===== config.mk =====
export PLATFORM = sky130hd
export DESIGN_NAME = omc_top
export DESIGN_NICKNAME = d
export VERILOG_FILES = /design/src/rtl/omc_pkg.sv /design/src/rtl/omc_qual.sv /design/src/rtl/omc_top.sv
export SDC_FILE = /design/constraint.sdc
export NUM_CORES = 1
export LEC_CHECK = 0
export ABC_CLOCK_PERIOD_IN_PS = 3500
export BUFFER_PORTS_ARGS = -buffer_cell sky130_fd_sc_hd__buf_4
export CAP_MARGIN = 5
export CORE_ASPECT_RATIO = 0.5
export CORE_MARGIN = 8
export CORE_UTILIZATION = 50
export DETAILED_ROUTE_END_ITERATION = 10
export GPL_ROUTABILITY_DRIVEN = 1
export PLACE_DENSITY_LB_ADDON = 0.25
export SYNTH_ARGS = -nofsm -noshare
export SYNTH_HDL_FRONTEND = slang
export SYNTH_SLANG_ARGS = --single-unit

===== constraint.sdc =====
create_clock -name aclk -period 3.5 [get_ports aclk]
set_clock_uncertainty 0.1 [all_clocks]
set_input_delay 1.05 -clock aclk [delete_from_list [all_inputs] [get_ports aclk]]
set_output_delay 1.05 -clock aclk [all_outputs]
set_load 0.01 [all_outputs]

===== src/rtl/omc_pkg.sv =====
// Constants, register map and types of the optical module control block.
package omc_pkg;
	localparam longint unsigned CLK_HZ = 64'd40000000;
	localparam longint unsigned US_HZ = 64'd1000000;
	localparam longint unsigned MS_HZ = 64'd1000;

	// Documented times, each in its own unit.
	localparam longint unsigned T_2W_MS = 64'd300;
	localparam longint unsigned T_START_MS = 64'd300;
	localparam longint unsigned T_START_COOLED_S = 64'd90;
	localparam longint unsigned T_PL2_UP_MS = 64'd300;
	localparam longint unsigned T_PL2_DN_MS = 64'd300;
	localparam longint unsigned T_FAULT_MS = 64'd1;
	localparam longint unsigned T_FAULT_COOLED_MS = 64'd50;
	localparam longint unsigned T_RESET_US = 64'd10;
	localparam longint unsigned T_RS_FC_US = 64'd500;
	localparam longint unsigned T_RS_MS = 64'd10;
	localparam longint unsigned T_LOS_ON_US = 64'd100;
	localparam longint unsigned T_LOS_OFF_US = 64'd100;

	// Longest times round down, the least time rounds up.
	localparam logic [31:0] MGMT_CYC = 32'((T_2W_MS * CLK_HZ) / MS_HZ);
	localparam logic [31:0] START_CYC = 32'((T_START_MS * CLK_HZ) / MS_HZ);
	localparam logic [31:0] START_COOLED_CYC = 32'(T_START_COOLED_S * CLK_HZ);
	localparam logic [31:0] PL2_UP_CYC = 32'((T_PL2_UP_MS * CLK_HZ) / MS_HZ);
	localparam logic [31:0] PL2_DN_CYC = 32'((T_PL2_DN_MS * CLK_HZ) / MS_HZ);
	localparam logic [31:0] FAULT_CYC = 32'((T_FAULT_MS * CLK_HZ) / MS_HZ);
	localparam logic [31:0] FAULT_COOLED_CYC =
		32'((T_FAULT_COOLED_MS * CLK_HZ) / MS_HZ);
	localparam logic [15:0] RESET_CYC =
		16'((T_RESET_US * CLK_HZ + US_HZ - 64'd1) / US_HZ);
	localparam logic [31:0] RS_FC_CYC = 32'((T_RS_FC_US * CLK_HZ) / US_HZ);
	localparam logic [31:0] RS_CYC = 32'((T_RS_MS * CLK_HZ) / MS_HZ);
	localparam logic [31:0] LOS_ON_CYC = 32'((T_LOS_ON_US * CLK_HZ) / US_HZ);
	localparam logic [31:0] LOS_OFF_CYC = 32'((T_LOS_OFF_US * CLK_HZ) / US_HZ);
	// Cycles spent in synchronisers and output flops ahead of any deadline.
	localparam logic [31:0] PIPE_CYC = 32'h0000_0004;

	// Register map, byte addresses.
	localparam int ADDR_W = 5;
	localparam logic [4:0] ADDR_CTRL = 5'h00;
	localparam logic [4:0] ADDR_STATUS = 5'h04;
	localparam logic [4:0] ADDR_IRQ_STATUS = 5'h08;
	localparam logic [4:0] ADDR_IRQ_MASK = 5'h0c;

	// Control fields.
	localparam int CTRL_PL2 = 0;
	localparam int CTRL_COOLED = 1;
	localparam int CTRL_RATE_FC = 2;
	localparam logic [2:0] CTRL_RST = 3'h0;

	// Status fields.
	localparam int STS_MGMT_RDY = 0;
	localparam int STS_OPER = 1;
	localparam int STS_FAULT = 2;
	localparam int STS_LOS = 3;
	localparam int STS_RATE_OK = 4;
	localparam int STS_PL2 = 5;
	localparam int STS_LASER = 6;

	// Interrupt status and mask fields.
	localparam int IRQ_FAULT = 0;
	localparam int IRQ_LOS = 1;
	localparam int IRQ_OPER = 2;
	localparam int IRQ_RATE = 3;
	localparam logic [3:0] IRQ_RST = 4'h0;

	localparam logic [1:0] RESP_OKAY = 2'h0;
	localparam logic [1:0] RESP_SLVERR = 2'h2;

	typedef enum logic [3:0] {
		ST_DOWN  = 4'b0001,
		ST_BOOT  = 4'b0010,
		ST_RUN   = 4'b0100,
		ST_FAULT = 4'b1000
	} omc_state_t;
endpackage


===== src/rtl/omc_qual.sv =====
// Qualifier that follows a synchronised level once it has held a set time.
`timescale 1ns/1ps
`default_nettype none
module omc_qual (
	input  wire logic        aclk,
	input  wire logic        aresetn,
	input  wire logic        sample,
	input  wire logic [31:0] limit,
	output logic             level_q
);
	typedef struct packed {
		logic        lvl;
		logic [31:0] cnt;
	} omc_qual_st_t;

	omc_qual_st_t q;
	omc_qual_st_t d;

	// A level that flips back before the limit restarts the count.
	always_comb begin
		d = q;
		if (sample == q.lvl) begin
			d.cnt = 32'h0000_0000;
		end else if (q.cnt >= limit) begin
			d.lvl = sample;
			d.cnt = 32'h0000_0000;
		end else begin
			d.cnt = q.cnt + 32'h0000_0001;
		end
	end

	always_ff @(posedge aclk) begin
		if (!aresetn) begin
			q <= '0;
		end else begin
			q <= d;
		end
	end

	assign level_q = q.lvl;
endmodule
`default_nettype wire


===== src/rtl/omc_top.sv =====
// Control and status pin logic of a pluggable optical module.
`timescale 1ns/1ps
`default_nettype none
module omc_top #(
	parameter logic [31:0] P_MGMT_CYC         = omc_pkg::MGMT_CYC,
	parameter logic [31:0] P_START_CYC        = omc_pkg::START_CYC,
	parameter logic [31:0] P_START_COOLED_CYC = omc_pkg::START_COOLED_CYC,
	parameter logic [31:0] P_PL2_UP_CYC       = omc_pkg::PL2_UP_CYC,
	parameter logic [31:0] P_PL2_DN_CYC       = omc_pkg::PL2_DN_CYC,
	parameter logic [31:0] P_FAULT_CYC        = omc_pkg::FAULT_CYC,
	parameter logic [31:0] P_FAULT_COOLED_CYC = omc_pkg::FAULT_COOLED_CYC,
	parameter logic [31:0] P_RS_FC_CYC        = omc_pkg::RS_FC_CYC,
	parameter logic [31:0] P_RS_CYC           = omc_pkg::RS_CYC
) (
	input  wire logic                       aclk,
	input  wire logic                       aresetn,
	input  wire logic [omc_pkg::ADDR_W-1:0] s_axi_awaddr,
	input  wire logic                       s_axi_awvalid,
	output logic                            s_axi_awready,
	input  wire logic [31:0]                s_axi_wdata,
	input  wire logic [3:0]                 s_axi_wstrb,
	input  wire logic                       s_axi_wvalid,
	output logic                            s_axi_wready,
	output logic [1:0]                      s_axi_bresp,
	output logic                            s_axi_bvalid,
	input  wire logic                       s_axi_bready,
	input  wire logic [omc_pkg::ADDR_W-1:0] s_axi_araddr,
	input  wire logic                       s_axi_arvalid,
	output logic                            s_axi_arready,
	output logic [31:0]                     s_axi_rdata,
	output logic [1:0]                      s_axi_rresp,
	output logic                            s_axi_rvalid,
	input  wire logic                       s_axi_rready,
	input  wire logic                       laser_off_req,
	input  wire logic                       rate_select_low,
	input  wire logic                       rate_select_high,
	input  wire logic                       supply_good,
	input  wire logic                       fault_detect,
	input  wire logic                       signal_detect,
	output logic                            laser_enable,
	output logic                            laser_fault_oe,
	output logic                            loss_of_light_oe,
	output logic                            rate_stable,
	output logic                            mgmt_ready,
	output logic                            module_ready,
	output logic                            power_level2,
	output logic                            irq
);
	import omc_pkg::*;

	typedef struct packed {
		logic [1:0]        off_sy;
		logic [1:0]        rsl_sy;
		logic [1:0]        rsh_sy;
		logic [1:0]        sup_sy;
		logic [1:0]        flt_sy;
		logic [1:0]        sig_sy;
		logic              off_prev;
		logic              rsl_prev;
		logic              rsh_prev;
		omc_state_t        st;
		logic [31:0]       start_cnt;
		logic [31:0]       mgmt_cnt;
		logic [31:0]       pwr_cnt;
		logic [31:0]       rate_cnt;
		logic [15:0]       rst_cnt;
		logic              rst_ok;
		logic              laser_en;
		logic              fault;
		logic              los;
		logic              rate_ok;
		logic              mgmt_rdy;
		logic              oper;
		logic              pl2;
		logic [2:0]        ctrl;
		logic [3:0]        ists;
		logic [3:0]        imask;
		logic              irq;
		logic              awready;
		logic              wready;
		logic              aw_hold;
		logic              w_hold;
		logic [ADDR_W-1:0] awa;
		logic [31:0]       wd;
		logic [3:0]        ws;
		logic              bvalid;
		logic [1:0]        bresp;
		logic              arready;
		logic              rvalid;
		logic [31:0]       rdata;
		logic [1:0]        rresp;
	} omc_st_t;

	omc_st_t     q;
	omc_st_t     d;
	logic        flt_qual;
	logic        sig_qual;
	logic [31:0] flt_limit;
	logic [31:0] sig_limit;

	// Light returning and light leaving have one deadline each way.
	assign sig_limit = q.los ? (LOS_OFF_CYC - PIPE_CYC)
		: (LOS_ON_CYC - PIPE_CYC);
	assign flt_limit = q.ctrl[CTRL_COOLED]
		? (P_FAULT_COOLED_CYC - PIPE_CYC)
		: (P_FAULT_CYC - PIPE_CYC);

	omc_qual u_fault_qual (
		.aclk    (aclk),
		.aresetn (aresetn),
		.sample  (q.flt_sy[1]),
		.limit   (flt_limit),
		.level_q (flt_qual)
	);

	omc_qual u_sig_qual (
		.aclk    (aclk),
		.aresetn (aresetn),
		.sample  (q.sig_sy[1]),
		.limit   (sig_limit),
		.level_q (sig_qual)
	);

	always_comb begin
		logic        off;
		logic        off_fall;
		logic        rs_chg;
		logic        wr_go;
		logic [3:0]  clr;
		logic [3:0]  ev;
		logic [31:0] start_lim;
		logic [2:0]  nctrl;
		off = 1'b0;
		off_fall = 1'b0;
		rs_chg = 1'b0;
		wr_go = 1'b0;
		clr = 4'h0;
		ev = 4'h0;
		start_lim = 32'h0000_0000;
		nctrl = 3'h0;
		d = q;

		d.off_sy = {q.off_sy[0], laser_off_req};
		d.rsl_sy = {q.rsl_sy[0], rate_select_low};
		d.rsh_sy = {q.rsh_sy[0], rate_select_high};
		d.sup_sy = {q.sup_sy[0], supply_good};
		d.flt_sy = {q.flt_sy[0], fault_detect};
		d.sig_sy = {q.sig_sy[0], signal_detect};

		off = q.off_sy[1];
		off_fall = q.off_prev && !off;
		d.off_prev = off;
		start_lim = q.ctrl[CTRL_COOLED] ? (P_START_COOLED_CYC - PIPE_CYC)
			: (P_START_CYC - PIPE_CYC);

		// Register writes: address and data may arrive in either order.
		if (s_axi_awvalid && q.awready) begin
			d.aw_hold = 1'b1;
			d.awa = s_axi_awaddr;
		end
		if (s_axi_wvalid && q.wready) begin
			d.w_hold = 1'b1;
			d.wd = s_axi_wdata;
			d.ws = s_axi_wstrb;
		end
		if (q.bvalid && s_axi_bready) begin
			d.bvalid = 1'b0;
		end
		wr_go = q.aw_hold && q.w_hold && !q.bvalid;
		if (wr_go) begin
			d.aw_hold = 1'b0;
			d.w_hold = 1'b0;
			d.bvalid = 1'b1;
			d.bresp = RESP_OKAY;
			unique case (q.awa)
				ADDR_CTRL: begin
					if (q.ws[0]) begin
						nctrl = q.wd[2:0];
						d.ctrl = nctrl;
						// Stands in for the stop bit of a power-level write.
						if (nctrl[CTRL_PL2] != q.ctrl[CTRL_PL2]) begin
							d.pwr_cnt = nctrl[CTRL_PL2]
								? (P_PL2_UP_CYC - PIPE_CYC)
								: (P_PL2_DN_CYC - PIPE_CYC);
						end
					end
				end
				ADDR_STATUS: begin
				end
				ADDR_IRQ_STATUS: begin
					if (q.ws[0]) begin
						clr = q.wd[3:0];
					end
				end
				ADDR_IRQ_MASK: begin
					if (q.ws[0]) begin
						d.imask = q.wd[3:0];
					end
				end
				default: begin
					d.bresp = RESP_SLVERR;
				end
			endcase
		end

		// Register reads answer one cycle after the address is taken.
		if (q.rvalid && s_axi_rready) begin
			d.rvalid = 1'b0;
		end
		if (s_axi_arvalid && q.arready) begin
			d.rvalid = 1'b1;
			d.rresp = RESP_OKAY;
			d.rdata = 32'h0000_0000;
			unique case (s_axi_araddr)
				ADDR_CTRL: begin
					d.rdata[2:0] = q.ctrl;
				end
				ADDR_STATUS: begin
					d.rdata[STS_MGMT_RDY] = q.mgmt_rdy;
					d.rdata[STS_OPER] = q.oper;
					d.rdata[STS_FAULT] = q.fault;
					d.rdata[STS_LOS] = q.los;
					d.rdata[STS_RATE_OK] = q.rate_ok;
					d.rdata[STS_PL2] = q.pl2;
					d.rdata[STS_LASER] = q.laser_en;
				end
				ADDR_IRQ_STATUS: begin
					d.rdata[3:0] = q.ists;
				end
				ADDR_IRQ_MASK: begin
					d.rdata[3:0] = q.imask;
				end
				default: begin
					d.rresp = RESP_SLVERR;
				end
			endcase
		end

		// Power level change completes when its countdown runs out.
		if (q.pwr_cnt != 32'h0000_0000) begin
			d.pwr_cnt = q.pwr_cnt - 32'h0000_0001;
			if (q.pwr_cnt == 32'h0000_0001) begin
				d.pl2 = q.ctrl[CTRL_PL2];
			end
		end

		// Any rate select edge restarts the settling countdown.
		rs_chg = (q.rsl_sy[1] != q.rsl_prev) || (q.rsh_sy[1] != q.rsh_prev);
		d.rsl_prev = q.rsl_sy[1];
		d.rsh_prev = q.rsh_sy[1];
		if (rs_chg) begin
			d.rate_ok = 1'b0;
			d.rate_cnt = q.ctrl[CTRL_RATE_FC] ? (P_RS_FC_CYC - PIPE_CYC)
				: (P_RS_CYC - PIPE_CYC);
		end else if (q.rate_cnt != 32'h0000_0000) begin
			d.rate_cnt = q.rate_cnt - 32'h0000_0001;
			if (q.rate_cnt == 32'h0000_0001) begin
				d.rate_ok = 1'b1;
			end
		end

		d.los = !sig_qual;

		// Management side comes up on its own, independent of cooling.
		if (q.st != ST_DOWN && !q.mgmt_rdy) begin
			if (q.mgmt_cnt >= P_MGMT_CYC - PIPE_CYC) begin
				d.mgmt_rdy = 1'b1;
			end else begin
				d.mgmt_cnt = q.mgmt_cnt + 32'h0000_0001;
			end
		end

		// The reset pulse is timed while the off request stays high.
		if (!off) begin
			d.rst_cnt = 16'h0000;
		end else if (q.rst_cnt >= RESET_CYC - 16'h0001) begin
			d.rst_ok = 1'b1;
		end else begin
			d.rst_cnt = q.rst_cnt + 16'h0001;
		end

		unique case (q.st)
			ST_DOWN: begin
				if (q.sup_sy[1]) begin
					d.st = ST_BOOT;
					d.start_cnt = 32'h0000_0000;
					d.mgmt_cnt = 32'h0000_0000;
				end
			end
			ST_BOOT: begin
				if (flt_qual) begin
					d.st = ST_FAULT;
					d.fault = 1'b1;
				end else if (off_fall) begin
					d.start_cnt = 32'h0000_0000;
				end else if (q.start_cnt >= start_lim) begin
					d.st = ST_RUN;
				end else begin
					d.start_cnt = q.start_cnt + 32'h0000_0001;
				end
			end
			ST_RUN: begin
				if (flt_qual) begin
					d.st = ST_FAULT;
					d.fault = 1'b1;
				end
			end
			ST_FAULT: begin
				if (off_fall) begin
					d.rst_ok = 1'b0;
					if (q.rst_ok && !flt_qual) begin
						d.st = ST_BOOT;
						d.fault = 1'b0;
						d.start_cnt = 32'h0000_0000;
					end
				end
			end
		endcase
		if (!q.sup_sy[1]) begin
			d.st = ST_DOWN;
			d.fault = 1'b0;
			d.mgmt_rdy = 1'b0;
			d.rst_ok = 1'b0;
		end
		if (off_fall && q.st != ST_FAULT) begin
			d.rst_ok = 1'b0;
		end

		// Transmitter follows the off request directly in the boot and run states only.
		d.laser_en = !off && (d.st == ST_BOOT || d.st == ST_RUN);
		d.oper = (d.st == ST_RUN)
			&& !(q.ctrl[CTRL_PL2] && d.pwr_cnt != 32'h0000_0000);

		ev[IRQ_FAULT] = d.fault && !q.fault;
		ev[IRQ_LOS] = d.los != q.los;
		ev[IRQ_OPER] = d.oper && !q.oper;
		ev[IRQ_RATE] = d.rate_ok && !q.rate_ok;
		// A new event beats a clear in the same cycle.
		d.ists = (q.ists & ~clr) | ev;
		d.irq = |(d.ists & d.imask);

		d.awready = !d.aw_hold;
		d.wready = !d.w_hold;
		d.arready = !d.rvalid;
	end

	always_ff @(posedge aclk) begin
		if (!aresetn) begin
			q <= '0;
			q.st <= ST_DOWN;
			q.ctrl <= CTRL_RST;
			q.imask <= IRQ_RST;
			q.rate_ok <= 1'b1;
			q.los <= 1'b1;
		end else begin
			q <= d;
		end
	end

	// Open-drain status pins pull low while their condition is absent.
	assign laser_enable = q.laser_en;
	assign laser_fault_oe = !q.fault;
	assign loss_of_light_oe = !q.los;
	assign rate_stable = q.rate_ok;
	assign mgmt_ready = q.mgmt_rdy;
	assign module_ready = q.oper;
	assign power_level2 = q.pl2;
	assign irq = q.irq;
	assign s_axi_awready = q.awready;
	assign s_axi_wready = q.wready;
	assign s_axi_bresp = q.bresp;
	assign s_axi_bvalid = q.bvalid;
	assign s_axi_arready = q.arready;
	assign s_axi_rdata = q.rdata;
	assign s_axi_rresp = q.rresp;
	assign s_axi_rvalid = q.rvalid;
endmodule
`default_nettype wire


==> impl_metrics.json, run 1 <==
{
  "status": "finished clean",
  "use_met1_pct": 22.9,
  "synth_xor_area_share_pct": 8.14,
  "row_count": 40,
  "area_growth_pct": 13.0,
  "crit_required_ns": 3.85,
  "worstHoldPathCells": 1,
  "cts_tree": "yes",
  "setup_viol": 0,
  "final_layout_size_suffix_gt1_share_pct": 9.39,
  "die_w_um": 237,
  "hold_end": "q[258]$_SDFF_PN0_",
  "coreArea_um2": 24000,
  "clock_sinks": 275,
  "synthAdderAreaFrac_pct": 3.37,
  "cp_max_fo": 4,
  "fillCellCount": 2122,
  "grt_busiest_layer": "met2",
  "synth.cell_area_um2": 12300,
  "drt_iter0_markers": 659,
  "cts_buffer_depth": 3,
  "ys_seq_elements": 275,
  "ys.flop_type": "dfxtp_1",
  "synth-edff-count": 0,
  "grt_max_degree": 32,
  "finalHoldViolCount": 0,
  "leakagePower_nw": 5.51,
  "tns_ns": 0,
  "crit_path_end_kind": "flop",
  "slew_headroom_pct": 29.1,
  "power.density_nw_per_um2": 614,
  "worstReg2RegEnd": "irq$_SDFF_PN0_",
  "grt_use_met3_pct": 2.62,
  "total_power_w": 0.00851,
  "grt_overflow": 0,
  "die_y_um": 127,
  "yosys_warnings": 0,
  "rr_worst_depth": 10,
  "criticalPathCategory": "flop to flop",
  "multi_input_area_um2": 6400,
  "crit_path_start": "q[153]$_SDFF_PN0_",
  "num_vias": 9957,
  "reg2reg_slack_ns": 0.27,
  "cts_max_level": 1,
  "cap_violations": 0,
  "io_pins": 108,
  "cts_made_buffers": 25,
  "clkLatencyLatePin_ns": 0.53,
  "hold_path.class": "flop to flop",
  "grtUsageTotal_pct": 17.5,
  "synth_top_family_by_area": "simple AND/OR/NAND/NOR gates",
  "tightest_slew_ns": 1.06,
  "place_congestion": 0.862,
  "synth-compound-area-share_pct": 10.5,
  "start_kind": "flop",
  "portBuffers": 49,
  "met2_usage_pct": 29.5,
  "irDropWorstVdd_uv": 325,
  "netlist-cell-type-count": 70,
  "rsz0062_at_grt": "false",
  "avgSynthCellArea_um2": 8.80,
  "grt_pass1_vias": 9425,
  "clockRootBuffer": "clkbuf_16",
  "seqCellArea_um2": 5510,
  "num_antenna_cells": 0,
  "crit_arrival_ns": 3.58,
  "slew_viol_final": 0,
  "grt_pass1_wl_mm": 45.6,
  "drcViolationCount": 0,
  "nets": 1566,
  "antenna_found_initial": 0,
  "start_util_pct": 51.1,
  "antenna_left": 0,
  "muxShareOfSynthArea_pct": 1.46,
  "drtPass1Iterations": 5,
  "drt-wirelength-per-cell_um": 15.0,
  "fmax_ghz": 0.310,
  "drt_wl_total_mm": 27.1,
  "synth-simple-area-share_pct": 26.8,
  "clk_pin_slew_ns": 0.07,
  "place_hpwl_mm": 19.7,
  "hold_start": "d[258]$_SDFF_PN0_",
  "period_share_pct": 92.3,
  "dieArea_um2": 30100,
  "netlist_instances": 1394,
  "seq_area_frac_synth_pct": 44.9,
  "fin_crit_ns": 3.23,
  "synthArstFlopShare_pct": 0,
  "avgViaCountPerCell": 5.51,
  "r2r_start": "q[153]$_SDFF_PN0_"
}
## critical path, cell delays in order, from the launching register on
cell and delay, ns:
dfxtp_1 0.34, inv_1 0.11, ha_1 0.20, or4b_1 0.50
or4_1 0.48, nand3_1 0.17, mux2i_1 0.14, a41o_1 0.24
a2111oi_2 0.43, a41oi_1 0.22, o211ai_1 0.21
## kinds of logic after synthesis
kind of cell	Yosys count
flip-flops	275
other	1
AO/OA/AOI/OAI	201
AND/OR/NAND/NOR	637
XOR/XNOR	114
adder cells (fa/ha/maj)	33
buffers and inverters	119
multiplexers	14
## cells in the final DEF (no fill, tap or decap), types with 36 or more instances in the layout
| cell type | instances |
|---|---|
| xnor2_1 | 57 |
| nand2_1 | 97 |
| dfxtp_1 | 275 |
| a21oi_1 | 69 |
| buf_4 | 79 |
| nand3_1 | 71 |
| conb_1 | 57 |
| and2_1 | 36 |
| nor2_1 | 195 |
| o21ai_0 | 37 |
| xor2_1 | 57 |
## metrics by stage
| stage | hold slack (ns) | worst slack [ns] | utilization, % | cells | area (um2) |
|---|---|---|---|---|---|
| global placement | 0.322 | 0.227 | 54.2 | 1762 | 13000 |
| CTS | 0.340 | 0.138 | 57.6 | 1806 | 13800 |
| detailed placement | 0.324 | 0.166 | 54.2 | 1762 | 13000 |
| floorplan | 0.305 | 0.431 | - | 1450 | 12500 |
| finish | 0.335 | 0.270 | 57.7 | 1806 | 13900 |
| global route | 0.350 | 0.0142 | 57.7 | 1806 | 13900 |
## where the power goes
| part | internal [W] | switching [W] |
|---|---|---|
| logic | 0.000923 | 0.00118 |
| clock network | 0.00162 | 0.00118 |
| registers | 0.00336 | 0.000253 |
| total | 0.00590 | 0.00261 |
## synthesized netlist by cell type, types with 7 or more instances
| cell | n | area [um2] |
|---|---|---|
| nor2b_1 | 9 | 56.3 |
| inv_1 | 36 | 135 |
| dfxtp_1 | 275 | 5510 |
| nor4_1 | 31 | 194 |
| buf_4 | 38 | 285 |
| and2_1 | 36 | 225 |
| xor2_1 | 57 | 499 |
| xnor2_1 | 57 | 499 |
| a21oi_1 | 69 | 345 |
| and4_1 | 14 | 123 |
| nand4b_1 | 7 | 61.3 |
| ha_1 | 33 | 413 |
| nor3_1 | 34 | 170 |
| mux2i_1 | 10 | 100 |
| clkbuf_1 | 40 | 150 |
| a211oi_1 | 13 | 97.6 |
| nand2_1 | 97 | 364 |
| nor2_1 | 195 | 732 |
| nor4b_1 | 7 | 61.3 |
| or4_1 | 18 | 135 |
| nand3_1 | 71 | 355 |
| nand4_1 | 23 | 144 |
| a31oi_1 | 10 | 62.6 |
| and3_1 | 35 | 219 |
| nand2b_1 | 9 | 56.3 |
| or3_1 | 23 | 144 |
| a22oi_1 | 10 | 75.1 |
| o21ai_0 | 38 | 190 |
## cell type report
cell class	instances	area share [%]
flip-flops and latches	275	39.7
clock buffers	33	5.02
multi-input cells	1056	46.2
inverters	37	1.00
clock inverters	11	0.966
well taps	315	2.84
repair buffers	79	4.28
## metal layers
metal,routed length (um),vias up
met5,0,-
met4,745,0
met3,1210,53
met2,12600,212
met1,12500,4711
li1,-,4981
## state kept, by name, summed over array words and instances, names as in the netlist, 7 cells and up
name	count
u_sig_qual.q	32
u_fault_qual.q	32
d	9
q	180
s_axi_rdata	7
## how the worst max path moves through the flow
stage / cells past startpoint / to / slack (ns)
after CTS: 8 / q[243]$_SDFFE_PN0P_ / 0.14
after floorplan: 11 / q[243]$_SDFFE_PN0P_ / 0.43
after detailed placement: 8 / q[239]$_SDFFE_PN0P_ / 0.17
after global placement: 8 / q[239]$_SDFFE_PN0P_ / 0.23
final: 10 / irq$_SDFF_PN0_ / 0.27
after global routing: 10 / irq$_SDFF_PN0_ / 0.01
## what timing repair did
action,CTS,global route
setup buffers,0,0
endpoints found under the hold margin,0,0
hold buffers,0,0
endpoints found under the setup margin,0,5
resized for setup,0,2
Power figures use the tool's default switching activity.
==> run 2: changes to the inputs <==
Settings changed: ABC_CLOCK_PERIOD_IN_PS 3500 to 4100.
Clock period 3.5 ns to 4.1 ns, I/O delays scaled along.
==> run 2 against run 1 <==
  * Die area did not move
  * Hold slack got worse by 0.0017 ns
  * Sequential share of layout area is 0.34 points higher
  * Power is 16% lower
  * Sequential cell count is the same
  * Routed wire length decreased by 0.90%
==> impl_metrics.json, run 2 (synthesized netlist as in run 1, its figures left out) <==
{
  "leakagePower_nw": 5.43,
  "area_growth_pct": 12.0,
  "finalHoldViolCount": 0,
  "path_cells": "inv_1 > ha_1 > nor4b_1 > nand3_1 > or4_4 > o21ai_1 > nand4_1 > a2111oi_2 > a41oi_1 > o211ai_1",
  "num_vias": 9875,
  "total_power_w": 0.00713,
  "grt_max_degree": 36,
  "clockRootBuffer": "clkbuf_16",
  "tns_ns": 0,
  "irDropWorstVdd_uv": 279,
  "num_antenna_cells": 0,
  "die_y_um": 127,
  "clock_sinks": 275,
  "largest_reg_flops": 180,
  "max_flop_register": "q",
  "place_congestion": 0.865,
  "antenna_left": 0,
  "portBuffers": 49,
  "slowest_stage": "nor4b_1",
  "fillCellCount": 2080,
  "cp_max_fo": 7,
  "row_count": 40,
  "drt_iter0_markers": 682,
  "cts_made_buffers": 24,
  "final_cell_mix": "dfxtp_1 (275), nor2_1 (195), nand2_1 (97)",
  "tightest_slew_ns": 1.09,
  "coreArea_um2": 24000,
  "post_cts_resized": 0,
  "clk_pin_slew_ns": 0.07,
  "cts_buffer_depth": 3,
  "final_layout_size_suffix_gt1_share_pct": 8.72,
  "cts_hold_buf": 0,
  "slowest_delay_ns": 0.61,
  "cts_tree": "yes",
  "antenna_found_initial": 0,
  "drtPass1Iterations": 5,
  "drcViolationCount": 0,
  "dieArea_um2": 30100,
  "grtUsageTotal_pct": 17.3,
  "grt_pass1_vias": 9332,
  "crit_path_end_kind": "flop",
  "criticalPathCategory": "flop to flop",
  "period_share_pct": 88.6,
  "place_hpwl_mm": 19.3,
  "layout_commonest_cell": "dfxtp_1",
  "grt_pass1_wl_mm": 45.0,
  "grt_overflow": 0,
  "crit_required_ns": 4.46,
  "cts_max_level": 1,
  "avgViaCountPerCell": 5.50,
  "hold_path.class": "flop to flop",
  "start_kind": "flop",
  "pre_cts_ws_ns": 0.602,
  "worst_slack_ns": 0.469,
  "die_w_um": 237,
  "slew_headroom_pct": 27.3,
  "nets": 1555,
  "io_pins": 108,
  "fin_crit_ns": 3.63,
  "top_regs": "q: 180 flops, u_fault_qual.q: 32 flops, u_sig_qual.q: 32 flops",
  "fmax_ghz": 0.275,
  "start_util_pct": 51.1,
  "cap_violations": 0,
  "setup_viol": 0,
  "crit_arrival_ns": 3.99,
  "clkLatencyLatePin_ns": 0.54,
  "status": "finished clean",
  "power.density_nw_per_um2": 519,
  "rsz0062_at_grt": "false",
  "drt_wl_total_mm": 26.9,
  "slew_viol_final": 0,
  "cts_setup_buffers": 0,
  "drt-wirelength-per-cell_um": 15.0
}
## run 2: metrics by stage
stage | area, um2 | util [%] | std cells | hold slack, ns
finish | 13700 | 57.2 | 1795 | 0.334
global route | 13700 | 57.2 | 1795 | 0.350
CTS | 13700 | 57.2 | 1795 | 0.339
detailed placement | 12900 | 53.9 | 1752 | 0.323
global placement | 12900 | 53.9 | 1752 | 0.322
floorplan | 12500 | - | 1450 | 0.305
## run 2: where the power goes
part | internal (W) | total [W] | switching, W
sequential | 0.00286 | 0.00308 | 0.000213
combinational | 0.000751 | 0.00176 | 0.00101
clock | 0.00130 | 0.00230 | 0.000999
## run 2: per-layer routing
| layer | track usage, % | vias to the layer above | routed length, um |
|---|---|---|---|
| met3 | 2.85 | 44 | 1080 |
| li1 | - | 4961 | - |
| met5 | 0 | - | 0 |
| met2 | 29.6 | 180 | 12900 |
| met4 | 3.83 | 0 | 451 |
| met1 | 22.9 | 4690 | 12500 |
## run 2: final timing paths
path	slack [ns]	endpoint	cells after the start	from
worst min-delay path	0.33	q[260]$_SDFF_PN0_	1	d[260]$_SDFF_PN0_
worst max register to register	0.47	irq$_SDFF_PN0_	10	q[152]$_SDFF_PN0_
worst max-delay path	0.47	irq$_SDFF_PN0_	10	q[152]$_SDFF_PN0_
worst min register to register	0.33	q[260]$_SDFF_PN0_	1	d[260]$_SDFF_PN0_
## run 2: critical path: cells and delay by family, from the launching register on
family                     cells  cell delay, ns
AOI/OAI and AO/OA              4            1.06
adders and majority gates      1            0.28
buffers and inverters          1            0.11
DFF                            1            0.38
and+or+nand+nor                4            1.64
## run 2: area by class of cell
| class | instances | area [um2] | area share (%) |
|---|---|---|---|
| inverter | 37 | 139 | 1.01 |
| clock buffer | 32 | 681 | 4.95 |
| clock inverter | 11 | 121 | 0.883 |
| tap | 315 | 394 | 2.87 |
| timing repair buffer | 69 | 518 | 3.77 |
| multi-input combinational | 1056 | 6380 | 46.5 |
| sequential | 275 | 5510 | 40.1 |
==> run 3: changes to the inputs <==
Settings changed: ABC_AREA set to 1.
==> run 3 against run 2 <==
  * Hold slack worse by 0.021 ns
  * Via count is 23% higher
  * Global-route usage is 0.96 points higher
  * Clock-buffer cell count is 2 lower
  * Fmax is 5.2% higher
  * Critical path depth is 4 higher
  * Critical endpoint is now q[225]$_SDFFE_PN0P_
  * Highest routed layer unchanged
==> impl_metrics.json, run 3 <==
{
  "status": "finished clean",
  "fin_crit_ns": 3.45,
  "fmax_ghz": 0.290,
  "design_area_um2": 15300,
  "die_y_um": 133,
  "grt_max_degree": 79,
  "tns_ns": 0,
  "drcViolationCount": 0,
  "clock_sinks": 275,
  "yosys-top-cells-area": "dfxtp_1 (40%), nand2_1 (11%), nor2_1 (8.8%)",
  "row_count": 42,
  "cts_tree": "yes",
  "start_kind": "flop",
  "finalHoldViolCount": 0,
  "fillCellCount": 2593,
  "antenna_found_initial": 0,
  "path_cells": "inv_1 > ha_1 > a21oi_1 > nor2_1 > o31ai_1 > nand3_1 > nor2_1 > o21ai_0 > nand2_1 > nand2_2 > o21ai_0 > inv_1 > o21ai_0 > a21oi_1",
  "seq_area_frac_synth_pct": 40.1,
  "layout_commonest_cell": "nand2_1",
  "irDropWorstVdd_uv": 385,
  "avgSynthCellArea_um2": 6.99,
  "post_cts_resized": 0,
  "drtPass1Iterations": 5,
  "worstReg2RegEnd": "q[225]$_SDFFE_PN0P_",
  "yosys.cell_count.top_type": "nand2_1",
  "cap_violations": 0,
  "place_hpwl_mm": 23.0,
  "crit_path_end_kind": "flop",
  "drt-wirelength-per-cell_um": 13.0,
  "cts_made_buffers": 26,
  "cts_setup_buffers": 0,
  "ys.flop_type": "dfxtp_1",
  "top_regs": "q: 180 flops, u_fault_qual.q: 32 flops, u_sig_qual.q: 32 flops",
  "synthArstFlopShare_pct": 0,
  "drt_iter0_markers": 916,
  "period_share_pct": 84.2,
  "max_flop_register": "q",
  "setup_viol": 0,
  "yosys_warnings": 0,
  "slew_viol_final": 0,
  "slowest_stage": "dfxtp_1",
  "dieArea_um2": 33300,
  "seqCellArea_um2": 5510,
  "crit_required_ns": 4.42,
  "avgViaCountPerCell": 5.06,
  "cts_buffer_depth": 3,
  "cts_hold_buf": 0,
  "grtUsageTotal_pct": 18.3,
  "die_w_um": 250,
  "tightest_slew_ns": 0.822,
  "area_growth_pct": 11.7,
  "cp_num_buf_inv": 2,
  "cp_max_fo": 12,
  "crit_arrival_ns": 3.77,
  "netlist-cell-type-count": 54,
  "worstHoldPathCells": 2,
  "leakagePower_nw": 6.40,
  "grt_overflow": 0,
  "coreArea_um2": 26700,
  "rr_worst_depth": 14,
  "slowest_delay_ns": 0.60,
  "synth_top_area_share_pct": 40.1,
  "synth.cell_area_um2": 13700,
  "cp_common_cell": "o21ai_0",
  "dpl-instance-area_um2": 14400,
  "slew_headroom_pct": 44.8,
  "criticalPathCategory": "flop to flop",
  "reg2reg_slack_ns": 0.65,
  "rsz0062_at_grt": "false",
  "drt_wl_total_mm": 31.3,
  "grt_pass1_vias": 11007,
  "hold_start": "d[258]$_SDFF_PN0_",
  "hold_end": "q[258]$_SDFF_PN0_",
  "place_congestion": 0.920,
  "clk_pin_slew_ns": 0.07,
  "cts_max_level": 1,
  "whs_ns": 0.313,
  "yosys.area.top_type": "dfxtp_1",
  "critPathTopFamily": "compound AO/OA/AOI/OAI gates",
  "portBuffers": 49,
  "final_cell_mix": "nand2_1 (402), nor2_1 (323), dfxtp_1 (275)",
  "final_layout_size_suffix_gt1_share_pct": 8.18,
  "start_util_pct": 51.4,
  "ys_top_cells_by_count": "nand2_1 (402), nor2_1 (323), dfxtp_1 (275), inv_1 (238), a21oi_1 (119)",
  "antenna_left": 0,
  "synth-edff-count": 0,
  "power.density_nw_per_um2": 573,
  "nets": 2127,
  "clockRootBuffer": "clkbuf_16",
  "netlist_instances": 1961,
  "multi_input_area_um2": 7070,
  "largest_reg_flops": 180,
  "num_antenna_cells": 0,
  "ys_seq_elements": 275,
  "r2r_start": "q[94]$_SDFFE_PN0P_",
  "hold_path.class": "flop to flop",
  "io_pins": 108,
  "num_vias": 12165,
  "grt_pass1_wl_mm": 52.6,
  "clkLatencyLatePin_ns": 0.55
}
==> run 3: layout make-up <==
| class | instances | share of cell area (%) |
|---|---|---|
| inverters | 245 | 6.02 |
| clock inverters | 17 | 1.30 |
| repair buffers | 64 | 3.22 |
| multi-input cells | 1423 | 46.2 |
| clock buffers | 30 | 4.49 |
| flip-flops and latches | 275 | 35.9 |
| well taps | 352 | 2.88 |
==> run 3: worst reg2reg max path, stage by stage, from the launching register on <==
cell and delay, ns:
dfxtp_1 0.60, inv_1 0.33, ha_1 0.38, a21oi_1 0.15, nor2_1 0.06, o31ai_1 0.19, nand3_1 0.12, nor2_1 0.10
o21ai_0 0.10, nand2_1 0.14, nand2_2 0.17, o21ai_0 0.38, inv_1 0.29, o21ai_0 0.15, a21oi_1 0.06
==> run 3: logic make-up after synthesis <==
kind of cell             count (synthesis)  share of synthesized area [%]
adder cells (fa/ha/maj)                 33                           3.01
other                                    1                         0.0273
AO/OA/AOI/OAI                          258                           10.4
flip-flops                             275                           40.1
XOR/XNOR                                62                           3.96
AND/OR/NAND/NOR                       1013                           32.6
buffers and inverters                  319                           9.85
==> run 3: stage by stage <==
| step | cells | total power [W] | setup slack [ns] | utilization [%] |
|---|---|---|---|---|
| global placement | 2359 | 0.00622 | 0.762 | 54.0 |
| detailed placement | 2359 | 0.00624 | 0.659 | 54.0 |
| global route | 2406 | 0.00937 | 0.344 | 57.4 |
| finish | 2406 | 0.00877 | 0.649 | 57.4 |
| floorplan | 2017 | 0.00563 | 1.51 | - |
| CTS | 2406 | 0.00881 | 0.641 | 57.4 |
==> run 3: how the worst max path moves through the flow <==
stage                           to  depth (start not counted)          startpoint
3_3_place_gp   q[225]$_SDFFE_PN0P_                         14  q[94]$_SDFFE_PN0P_
5_1_grt        q[225]$_SDFFE_PN0P_                         14  q[94]$_SDFFE_PN0P_
2_1_floorplan  q[225]$_SDFFE_PN0P_                         14  q[94]$_SDFFE_PN0P_
6_report       q[225]$_SDFFE_PN0P_                         14  q[94]$_SDFFE_PN0P_
4_1_cts        q[225]$_SDFFE_PN0P_                         14  q[94]$_SDFFE_PN0P_
3_5_place_dp   q[225]$_SDFFE_PN0P_                         14  q[94]$_SDFFE_PN0P_
==> run 3: metal layers <==
metal  GRT usage (%)  share of wire [%]  up-vias
li1                -                  -     6388
met1            24.6                 48     5489
met2            30.2                 44      240
met3            2.95                4.7       48
met4            5.21                2.6        0
met5               0                  0        -
==> run 3: where the power goes <==
group / internal, W / switching (W) / total (W)
Sequential: 0.00290 / 0.000242 / 0.00314
Clock: 0.00146 / 0.00107 / 0.00253
Combinational: 0.00105 / 0.00204 / 0.00309
